--- src/inc/counter_ctl_pkg.sv ---
// constants shared by the counter, handshake and interrupt control logic
package counter_ctl_pkg;

  // ****************************************
  // host word port
  // ****************************************
  localparam int           ADDR_W       = 5;
  localparam int           DATA_W       = 16;
  localparam logic [4:0]   CTRL_OFS     = 5'h12;
  localparam logic [4:0]   PBC_OFS      = 5'h14;
  localparam logic [4:0]   LOAD1_OFS    = 5'h16;
  localparam logic [4:0]   LOAD2_OFS    = 5'h18;
  localparam logic [4:0]   LOAD3_OFS    = 5'h1A;

  // ****************************************
  // control word fields
  // ****************************************
  localparam int           CTRL_W                             = 10;
  localparam int           GROUP_ONE_TC_IRQ_ENABLE_BIT        = 0;
  localparam int           GROUP_TWO_TC_IRQ_ENABLE_BIT        = 1;
  localparam int           FIRST_COUNTER_ENABLE_BIT           = 2;
  localparam int           SECOND_COUNTER_ENABLE_BIT          = 3;
  localparam int           GROUP_ONE_COUNTER_HANDSHAKE_EN_BIT = 4;
  localparam int           GROUP_TWO_COUNTER_HANDSHAKE_EN_BIT = 5;
  localparam int           THIRD_COUNTER_IRQ_ENABLE_BIT       = 6;
  localparam int           FIRST_COUNTER_SOURCE_SELECT_BIT    = 8;
  localparam int           SECOND_COUNTER_SOURCE_SELECT_BIT   = 9;
  localparam logic [9:0]   CTRL_RESET                         = 10'h000;

  // ****************************************
  // pulse, buffer and compatibility word
  // ****************************************
  localparam int           PBC_W        = 4;
  localparam int           REV_COMPAT_BIT        = 0;
  localparam int           PORT_D_DBLBUF_BIT     = 1;
  localparam int           GROUP_ONE_LPULSE_BIT  = 2;
  localparam int           GROUP_TWO_LPULSE_BIT  = 3;
  localparam logic [3:0]   PBC_RESET    = 4'h0;
  localparam int           REV_C        = 3;

  // ****************************************
  // counters and timebase
  // ****************************************
  localparam int           NUM_COUNTERS = 3;
  localparam logic [15:0]  LOAD_RESET   = 16'hFFFF;
  localparam int           CLK_HZ       = 250_000_000;
  localparam int           SRC_HZ       = 10_000_000;
  localparam int           TICK_DIV     = CLK_HZ / SRC_HZ;
  localparam int           DIV_W        = $clog2(TICK_DIV);

endpackage

--- src/inc/count_if.sv ---
// link between the control logic and one gated counter
`timescale 1ns/1ps
interface count_if #(parameter int width = 16) ();
  logic             tick;
  logic             run;
  logic [width-1:0] reload;
  logic             out;

  modport ctrl    (output tick, output run, output reload, input out);
  modport counter (input tick, input run, input reload, output out);
endinterface

--- src/hw/gated_counter.sv ---
// reloading down counter with gate and square-wave output
`timescale 1ns/1ps
module gated_counter #(
  parameter int width = 16
) (
  input wire logic clk,
  input wire logic rst_n,
  count_if.counter cnt
);
  import counter_ctl_pkg::*;

  typedef struct packed {
    logic [width-1:0] count;
    logic             out;
  } cnt_state_t;

  cnt_state_t s_q;
  cnt_state_t s_d;

  // ****************************************
  // count on source ticks while running
  // ****************************************
  always_comb begin
    s_d = s_q;
    if (cnt.tick && cnt.run) begin
      if (s_q.count == '0) begin
        s_d.count = cnt.reload;
        s_d.out   = ~s_q.out;
      end else begin
        s_d.count = s_q.count - 1'b1;
      end
    end
  end

  always_ff @(posedge clk or negedge rst_n) begin
    if (!rst_n) begin
      s_q <= '0;
    end else begin
      s_q <= s_d;
    end
  end

  assign cnt.out = s_q.out;
endmodule

--- src/hw/rise_pulse.sv ---
// one-cycle pulse on each rising edge of a level
`timescale 1ns/1ps
module rise_pulse (
  input  wire logic clk,
  input  wire logic rst_n,
  input  wire logic level,
  output logic      pulse
);
  import counter_ctl_pkg::*;

  typedef struct packed {
    logic prev;
    logic pulse;
  } edge_state_t;

  edge_state_t s_q;
  edge_state_t s_d;

  // ****************************************
  // compare successive samples
  // ****************************************
  always_comb begin
    s_d       = s_q;
    s_d.pulse = level & ~s_q.prev;
    s_d.prev  = level;
  end

  always_ff @(posedge clk or negedge rst_n) begin
    if (!rst_n) begin
      s_q <= '0;
    end else begin
      s_q <= s_d;
    end
  end

  assign pulse = s_q.pulse;
endmodule

--- src/hw/counter_handshake_irq_control.sv ---
// counter gating, handshake request routing and interrupt request control
`timescale 1ns/1ps
module counter_handshake_irq_control #(
  parameter int cnt_width = 16,
  parameter int revision  = counter_ctl_pkg::REV_C
) (
  input  wire logic                                clk,
  input  wire logic                                rst_n,
  input  wire logic [counter_ctl_pkg::ADDR_W-1:0]  host_addr,
  input  wire logic                                host_wr,
  input  wire logic                                host_word,
  input  wire logic [counter_ctl_pkg::DATA_W-1:0]  host_wdata,
  input  wire logic                                external_gate_input,
  input  wire logic                                ext_req_group_one,
  input  wire logic                                ext_req_group_two,
  input  wire logic                                dma_tc_group_one,
  input  wire logic                                dma_tc_group_two,
  output logic                                     req_group_one_q,
  output logic                                     req_group_two_q,
  output logic                                     irq_group_one_q,
  output logic                                     irq_group_two_q,
  output logic [counter_ctl_pkg::NUM_COUNTERS-1:0] counter_out_q,
  output logic [counter_ctl_pkg::CTRL_W-1:0]       control_q,
  output logic [counter_ctl_pkg::PBC_W-1:0]        pulse_buffer_compat_config_q
);
  import counter_ctl_pkg::*;

  // ****************************************
  // state
  // ****************************************
  typedef struct packed {
    logic [CTRL_W-1:0]                      ctrl;
    logic [PBC_W-1:0]                       pbc;
    logic [NUM_COUNTERS-1:0][cnt_width-1:0] reload;
    logic [DIV_W-1:0]                       div;
    logic                                   tick;
    logic                                   req_one;
    logic                                   req_two;
    logic                                   irq_one;
    logic                                   irq_two;
    logic [NUM_COUNTERS-1:0]                cnt_out;
  } ctl_state_t;

  localparam logic [DIV_W-1:0] DIV_LAST = DIV_W'(TICK_DIV - 1);
  localparam bit               HAS_PBC  = (revision >= REV_C);

  ctl_state_t s_q;
  ctl_state_t s_d;

  logic [NUM_COUNTERS-1:0] cnt_out;
  logic                    cnt3_rise;
  logic                    tc_one_rise;
  logic                    tc_two_rise;
  logic                    word_wr;

  // ****************************************
  // address decode
  // ****************************************
  function automatic logic hit(input logic [ADDR_W-1:0] addr,
                               input logic [ADDR_W-1:0] ofs);
    hit = (addr == ofs);
  endfunction

  assign word_wr = host_wr & host_word;

  // ****************************************
  // counters
  // ****************************************
  count_if #(.width(cnt_width)) cif[NUM_COUNTERS] ();

  genvar gi;
  generate
    for (gi = 0; gi < NUM_COUNTERS; gi++) begin : g_cnt
      gated_counter #(
        .width (cnt_width)
      ) u_cnt (
        .clk   (clk),
        .rst_n (rst_n),
        .cnt   (cif[gi])
      );
      assign cif[gi].reload = s_q.reload[gi];
      assign cnt_out[gi]    = cif[gi].out;
    end
  endgenerate

  assign cif[0].tick = s_q.ctrl[FIRST_COUNTER_SOURCE_SELECT_BIT]  ? cnt3_rise : s_q.tick;
  assign cif[1].tick = s_q.ctrl[SECOND_COUNTER_SOURCE_SELECT_BIT] ? cnt3_rise : s_q.tick;
  assign cif[2].tick = s_q.tick;

  assign cif[0].run = s_q.ctrl[FIRST_COUNTER_ENABLE_BIT] & external_gate_input;
  assign cif[1].run = s_q.ctrl[SECOND_COUNTER_ENABLE_BIT] & external_gate_input;
  assign cif[2].run = 1'b1;

  // ****************************************
  // edge detectors
  // ****************************************
  // third counter edge
  rise_pulse u_cnt3_rise (
    .clk   (clk),
    .rst_n (rst_n),
    .level (cnt_out[2]),
    .pulse (cnt3_rise)
  );

  rise_pulse u_tc_one_rise (
    .clk   (clk),
    .rst_n (rst_n),
    .level (dma_tc_group_one),
    .pulse (tc_one_rise)
  );

  rise_pulse u_tc_two_rise (
    .clk   (clk),
    .rst_n (rst_n),
    .level (dma_tc_group_two),
    .pulse (tc_two_rise)
  );

  // ****************************************
  // next state
  // ****************************************
  always_comb begin
    s_d = s_q;

    // 10 mhz source tick
    if (s_q.div == DIV_LAST) begin
      s_d.div  = '0;
      s_d.tick = 1'b1;
    end else begin
      s_d.div  = s_q.div + 1'b1;
      s_d.tick = 1'b0;
    end

    // host writes
    if (word_wr) begin
      if (hit(host_addr, CTRL_OFS)) begin
        s_d.ctrl = host_wdata[CTRL_W-1:0];
      end
      if (HAS_PBC && hit(host_addr, PBC_OFS)) begin
        s_d.pbc = host_wdata[PBC_W-1:0];
      end
      if (hit(host_addr, LOAD1_OFS)) begin
        s_d.reload[0] = host_wdata[cnt_width-1:0];
      end
      if (hit(host_addr, LOAD2_OFS)) begin
        s_d.reload[1] = host_wdata[cnt_width-1:0];
      end
      if (hit(host_addr, LOAD3_OFS)) begin
        s_d.reload[2] = host_wdata[cnt_width-1:0];
      end
    end

    s_d.req_one = s_q.ctrl[GROUP_ONE_COUNTER_HANDSHAKE_EN_BIT] ? cnt_out[0] : ext_req_group_one;
    s_d.req_two = s_q.ctrl[GROUP_TWO_COUNTER_HANDSHAKE_EN_BIT] ? cnt_out[1] : ext_req_group_two;

    s_d.irq_one = s_q.ctrl[GROUP_ONE_TC_IRQ_ENABLE_BIT] & tc_one_rise;
    s_d.irq_two = (s_q.ctrl[GROUP_TWO_TC_IRQ_ENABLE_BIT] & tc_two_rise)
                | (s_q.ctrl[THIRD_COUNTER_IRQ_ENABLE_BIT] & cnt3_rise);

    s_d.cnt_out = cnt_out;
  end

  // ****************************************
  // registers
  // ****************************************
  always_ff @(posedge clk or negedge rst_n) begin
    if (!rst_n) begin
      s_q         <= '0;
      s_q.ctrl    <= CTRL_RESET;
      s_q.pbc     <= PBC_RESET;
      s_q.reload  <= {NUM_COUNTERS{LOAD_RESET[cnt_width-1:0]}};
    end else begin
      s_q <= s_d;
    end
  end

  // ****************************************
  // outputs
  // ****************************************
  assign req_group_one_q              = s_q.req_one;
  assign req_group_two_q              = s_q.req_two;
  assign irq_group_one_q              = s_q.irq_one;
  assign irq_group_two_q              = s_q.irq_two;
  assign counter_out_q                = s_q.cnt_out;
  assign control_q                    = s_q.ctrl;
  assign pulse_buffer_compat_config_q = s_q.pbc;
endmodule

--- config.mk ---
export PLATFORM = sky130hd
export DESIGN_NAME = counter_handshake_irq_control
export DESIGN_NICKNAME = d
export VERILOG_FILES = /design/src/inc/counter_ctl_pkg.sv /design/src/inc/count_if.sv /design/src/hw/gated_counter.sv /design/src/hw/rise_pulse.sv /design/src/hw/counter_handshake_irq_control.sv
export SDC_FILE = /design/constraint.sdc
export NUM_CORES = 1
export LEC_CHECK = 0
export ABC_AREA = 1
export BUFFER_PORTS_ARGS = -buffer_cell sky130_fd_sc_hd__buf_2
export CORE_MARGIN = 3
export CORE_UTILIZATION = 56
export CTS_CLUSTER_DIAMETER = 50
export DETAILED_ROUTE_END_ITERATION = 12
export GPL_ROUTABILITY_DRIVEN = 1
export PLACE_DENSITY = 0.75
export SLEW_MARGIN = 0
export SYNTH_ARGS = -nofsm -noshare
export SYNTH_HDL_FRONTEND = slang
export SYNTH_HIERARCHICAL = 1
export SYNTH_SLANG_ARGS = --single-unit
--- constraint.sdc ---
create_clock -name clk -period 1.75 [get_ports clk]
set_input_delay 0.35 -clock clk [delete_from_list [all_inputs] [get_ports clk]]
set_output_delay 0.35 -clock clk [all_outputs]
set_load 0.02 [all_outputs]
==> impl_metrics.yaml, run 1 <==
power:
  p_sw_share_pct: 26.0
  intPower_w: 0.00576
  pwr-share-seq_pct: 45.0
  power_density_mw_per_mm2: 882
  power_switching_w: 0.00202
  power.leakage_nw: 4.81
  power.clock.fraction_pct: 46.8
  ir_worst_vdd_uv: 813
  combPwrFrac_pct: 8.2
detailed_routing:
  avgViaCountPerCell: 5.24
  totalWireLength_um: 17900
  dr_total_vias: 6692
  routedWlPerCell_um: 14.0
  antenna_left: 0
  drc: 0
  first_pass_iters: 5
  drt_iter0_markers: 455
clocking:
  ctsHtreeMaxLevel: 4
  path_clk_slew_ps: 60
  cts_made_buffers: 17
  clock-sinks: 132
  clockBufferDepth: 2
  clk_latency_ps: 420
  cts_tree: "yes"
  cts_root_buffer: "clkbuf_16"
worst_setup_path:
  critPathMaxStageDelay_ps: 410
  critPathKind: "reg2reg"
  worst_setup_path_end_kind: "register"
  start_kind: "register"
  cp_num_buf_inv: 1
  cp_top_family: "simple AND/OR/NAND/NOR gates"
  crit_chain: "inv_1 > ha_1 > nand2_1 > nor2_8 > nand3_4 > nor2_2 > xor2_1"
  slowest_stage: "dfrtp_1"
  cp.depth: 7
  reg2reg_slack_ps: 140
  rr_startpoint: "g_cnt[0].u_cnt/s_q[1]"
  reg2reg_to: "g_cnt[0].u_cnt/cnt.out"
  setup.worst_path.end: "g_cnt[0].u_cnt/cnt.out"
  critPathArrivalTime_ps: 1950
  worstRegToRegCells: 7
  required_ps: 2100
  path_max_fanout: 10
  cp-startpoint: "g_cnt[0].u_cnt/s_q[1]"
floorplan:
  core_area_mm2: 0.0135
  start_util_pct: 58.4
  die_h_um: 125
  io_pins: 51
  die_width_um: 125
  die_area_mm2: 0.0155
  fp-row-count: 42
grt:
  grt_pass1_vias: 6249
  antenna_found_initial: 0
  track_usage_pct: 23.8
  overflow: 0
  grt_max_degree: 43
  grt_pass1_wl_um: 30400
yosys:
  synth_seq_cells: 132
  syn_inst: 1043
  synth_area_mm2: 0.00788
  ys_warn_count: 6
  avgSynthCellArea_um2: 7.56
  ys_seq_area_share_pct: 42.7
  synth_cell_types: 34
  syn-num-nets: 1081
placed_design:
  placed_area_mm2: 0.00821
  dp_hpwl_um: 13000
  dp_slack_ps: 138
  numPortBuffers: 50
  place_congestion: 0.908
sta:
  hold_viol: 0
  fmax_mhz: 621
  fin_crit_sh_pct: 92.0
  fin_hold_ws_ps: 40.0
  final_max_slew_viol_count: 0
  period_minus_slack_ps: 1610
  rsz0062_at_grt: "no"
  setup_tns_ps: 0
  final.setup.worst_slack_ps: 141
  finalSetupViolations: 0
  fin_skew_ps: 11.1
finish:
  fin_area_mm2: 0.00883
  syn_to_final_growth_pct: 12.0
  fin_util_pct: 65.4
  nNetsFinal: 1125
  fillCellCount: 1170
  antenna_cells: 0
  final_layout_size_suffix_gt1_share_pct: 21.2
hold_path:
  holdCritPathClass: "in2reg"
run:
  drv_cap: 0
outcome:
  status: "finished clean"
cells in the mapped netlist, drive strengths merged:
cell type	count	share of area (%)
o21bai	7	0.76
a21oi	1	0.063
conb	1	0.048
mux2	2	0.29
nand3b	12	1.1
xnor2	7	0.78
nand2	434	22
nand3	129	8.7
nand4	33	2.6
dfrtp	84	27
a22o	1	0.11
inv	106	5.0
xor2	6	0.76
ha	8	1.3
buf	38	3.7
nor2	105	8.8
dfstp	48	16
o21ai	14	0.89
clkinv	1	0.048
nor3	3	0.62
clkbuf	3	0.14
per-layer routing:
layer | GRT usage, % | vias up | part of all wire (%)
met5 | 0 | - | 0
met4 | 8.51 | 0 | 1.7
met3 | 3.90 | 22 | 5.0
met2 | 37.0 | 212 | 47
met1 | 33.8 | 3099 | 47
li1 | - | 3359 | -
metrics by stage:
step | power, W | instances
4_1_cts | 0.00785 | 1276
3_5_place_dp | 0.00419 | 1243
3_3_place_gp | 0.00417 | 1243
6_report | 0.00778 | 1276
2_1_floorplan | 0.00394 | 1043
5_1_grt | 0.00810 | 1276
worst min-delay path by stage:
stage	from	cells past startpoint	endpoint
after floorplan	rst_n	0	cif[2].tick
after global placement	rst_n	1	g_cnt[0].u_cnt/s_q[10]
after detailed placement	rst_n	1	g_cnt[0].u_cnt/s_q[10]
after CTS	dma_tc_group_two	1	u_tc_two_rise/s_q[1]
after global routing	dma_tc_group_one	1	u_tc_one_rise/s_q[1]
final	dma_tc_group_two	1	u_tc_two_rise/s_q[1]
logic make-up (layout without fill, tap and decap cells):
group / after synthesis / count (layout) / synth area share, %
adders and majority gates: 8 / 8 / 1.27
other: 1 / 1 / 0.0476
buffers and inverters: 148 / 205 / 8.94
xor gates and xnor gates: 13 / 13 / 1.54
AOI/OAI and AO/OA: 23 / 23 / 1.83
muxes: 2 / 2 / 0.286
and+or+nand+nor: 716 / 716 / 43.4
DFF: 132 / 132 / 42.7
state kept, by name, summed over array words and instances (netlist names), 3 cells and up:
register	cells
cif.reload	48
control_q	10
counter_out_q	3
g_cnt.u_cnt/cnt.out	3
g_cnt.u_cnt/s_q	48
pulse_buffer_compat_config_q	4
s_q	5
area by class of cell:
type / instances / area (µm²) / area share, %
inverters: 107 / 402 / 4.55
repair buffers: 66 / 417 / 4.72
flip-flops and latches: 132 / 3360 / 38.1
multi-input cells: 763 / 3820 / 43.3
clock inverters: 14 / 164 / 1.86
well taps: 176 / 220 / 2.50
clock buffers: 18 / 439 / 4.98
power by group through the flow:
stage | registers, W | logic, W | clock network, W
after CTS | 0.00350 | 0.000646 | 0.00371
after global routing | 0.00352 | 0.000724 | 0.00385
final | 0.00350 | 0.000640 | 0.00364
after floorplan | 0.00350 | 0.000437 | 0
after global placement | 0.00354 | 0.000627 | 0
after detailed placement | 0.00355 | 0.000640 | 0
cells in the final DEF (no fill, tap or decap), types with 18 or more instances in the layout:
cell type / n
buf_2: 49
dfrtp_1: 84
dfstp_2: 48
inv_1: 94
nand2_1: 413
nand3_1: 126
nand4_1: 33
nor2_1: 62
nor2_2: 18
what timing repair did:
| item | in CTS | in global routing |
|---|---|---|
| hold buffers | 1 | 0 |
| endpoints found under the hold margin | 18 | 0 |
| setup buffers | 0 | 0 |
| endpoints found under the setup margin | 0 | 7 |
| gates resized for setup | 0 | 3 |
Note: power is estimated with default switching activity, not from simulation.
==> inputs of run 2 (changes only) <==
--- a/config.mk
+++ b/config.mk
@@ -14,2 +14,3 @@
 export GPL_ROUTABILITY_DRIVEN = 1
+export HOLD_SLACK_MARGIN = 0.12
 export PLACE_DENSITY = 0.75
==> constraint.sdc (replaced) <==
create_clock -name clk -period 1.75 [get_ports clk]
set_input_delay 0.4375 -clock clk [delete_from_list [all_inputs] [get_ports clk]]
set_output_delay 0.4375 -clock clk [all_outputs]
set_load 0.02 [all_outputs]
==> impl_metrics.yaml, run 2 (synthesized netlist as in run 1, its figures left out) <==
outcome:
  status: "finished clean"
finish:
  antenna_cells: 0
  nNetsFinal: 1126
  final_layout_size_suffix_gt1_share_pct: 21.2
  fin_util_pct: 65.2
  layout_commonest_cell: "nand2_1"
  final_cell_mix: "413 x nand2_1, 126 x nand3_1, 94 x inv_1"
  fillCellCount: 1177
  syn_to_final_growth_pct: 11.7
  stdcell_count: 1277
worst_setup_path:
  cp.depth: 8
  path_max_fanout: 10
  worst_setup_path_end_kind: "register"
  critPathArrivalTime_ps: 1950
  required_ps: 2100
  critPathKind: "reg2reg"
  start_kind: "register"
  rr_startpoint: "g_cnt[2].u_cnt/s_q[2]"
  critPathMaxStageDelay_ps: 380
  cp_top_family: "simple AND/OR/NAND/NOR gates"
  slowest_stage: "dfrtp_1"
  worstRegToRegCells: 8
  reg2reg_to: "g_cnt[2].u_cnt/s_q[2]"
  cp_num_buf_inv: 1
  reg2reg_slack_ps: 150
  path_common_cell: "nand2_1"
  crit_chain: "inv_1 > ha_1 > nand2_1 > nor2_8 > nand3_4 > nand2_1 > nand2_1 > o21bai_2"
clocking:
  cts_root_buffer: "clkbuf_16"
  cts_tree: "yes"
  clockBufferDepth: 2
  cts_made_buffers: 17
  path_clk_slew_ps: 70
  clk_latency_ps: 420
  ctsHtreeMaxLevel: 4
  clock-sinks: 132
sta:
  final_max_slew_viol_count: 0
  hold_viol: 0
  finalSetupViolations: 0
  fin_skew_ps: 10.2
  fmax_mhz: 626
  period_minus_slack_ps: 1600
  worst_pin_slew_ps: 492
  fin_crit_sh_pct: 91.3
  slew-limit-headroom_pct: 67.0
power:
  power.leakage_nw: 4.80
  power_density_mw_per_mm2: 873
  pwr-share-seq_pct: 45.5
  intPower_w: 0.00561
  ir_worst_vdd_uv: 729
  power.total_w: 0.00769
  combPwrFrac_pct: 8.4
  power_switching_w: 0.00208
  power.clock.fraction_pct: 46.1
  p_sw_share_pct: 27.1
grt:
  grt_max_degree: 43
  antenna_found_initial: 0
  groute.layer.met2.usage_pct: 37.2
  track_usage_pct: 24.3
  overflow: 0
  grt_pass1_wl_um: 30900
  met1_usage_pct: 34.7
  top_usage_layer: "met2"
  groute.layer.met3.usage_pct: 5.27
  grt_pass1_vias: 6207
detailed_routing:
  dr_total_vias: 6660
  drt_iter0_markers: 585
  antenna_left: 0
  routedWlPerCell_um: 14.2
  avgViaCountPerCell: 5.22
  first_pass_iters: 5
  totalWireLength_um: 18200
  drc: 0
hold_path:
  holdCritPathClass: "in2reg"
  holdPathStages: 1
  hold-path-endpoint: "u_tc_one_rise/s_q[1]"
  hold_start: "dma_tc_group_one"
placed_design:
  place_inst: 1243
  place_congestion: 0.881
  numPortBuffers: 50
  dp_hpwl_um: 13000
floorplan:
  core_area_mm2: 0.0135
  die_h_um: 125
  die_area_mm2: 0.0155
  io_pins: 51
  fp-row-count: 42
  die_width_um: 125
  start_util_pct: 58.4
run:
  drv_cap: 0
==> run 2: how the worst max path moves through the flow <==
stage	start	to
CTS	g_cnt[2].u_cnt/s_q[1]	g_cnt[2].u_cnt/s_q[2]
finish	g_cnt[2].u_cnt/s_q[2]	g_cnt[2].u_cnt/s_q[2]
global route	g_cnt[2].u_cnt/s_q[1]	g_cnt[2].u_cnt/s_q[11]
floorplan	g_cnt[2].u_cnt/s_q[1]	g_cnt[2].u_cnt/s_q[2]
global placement	g_cnt[2].u_cnt/s_q[1]	g_cnt[2].u_cnt/s_q[2]
detailed placement	g_cnt[2].u_cnt/s_q[1]	g_cnt[2].u_cnt/s_q[2]
==> run 2: layer usage <==
| metal | up-vias | part of all wire (%) |
|---|---|---|
| met2 | 168 | 47 |
| met5 | - | 0 |
| met3 | 18 | 5.2 |
| li1 | 3357 | - |
| met1 | 3117 | 46 |
| met4 | 0 | 1.6 |
==> run 2: power groups by stage <==
stage,Sequential (W),Clock (W),Combinational [W]
6_report,0.00350,0.00355,0.000644
5_1_grt,0.00352,0.00375,0.000729
4_1_cts,0.00350,0.00359,0.000650
3_5_place_dp,0.00354,0,0.000640
3_3_place_gp,0.00354,0,0.000621
2_1_floorplan,0.00350,0,0.000437
==> run 2: stage by stage <==
step / cell area, µm² / worst slack (ps) / setup TNS, ps / hold slack, ps
6_report: 8810 / 152 / 0 / 133
3_3_place_gp: 8190 / 190 / 0 / 382
4_1_cts: 8800 / 124 / 0 / 121
5_1_grt: 8810 / -18.8 / -18.8 / 120
2_1_floorplan: 7880 / 314 / 0 / 142
3_5_place_dp: 8190 / 137 / 0 / 380
==> run 2: area by class of cell <==
class | count | area, µm² | area share (%)
Clock inverter | 15 | 160 | 1.82
Clock buffer | 17 | 425 | 4.83
Sequential cell | 132 | 3360 | 38.2
Timing Repair Buffer | 67 | 414 | 4.70
Inverter | 107 | 402 | 4.56
Multi-Input combinational cell | 763 | 3820 | 43.4
Tap cell | 176 | 220 | 2.50
==> run 2: what timing repair did <==
action,in CTS,in global routing
buffers inserted,0,0
resized for setup,0,3
endpoints found under the setup margin,0,8
hold buffers,2,0
hold endpoints to repair,23,0
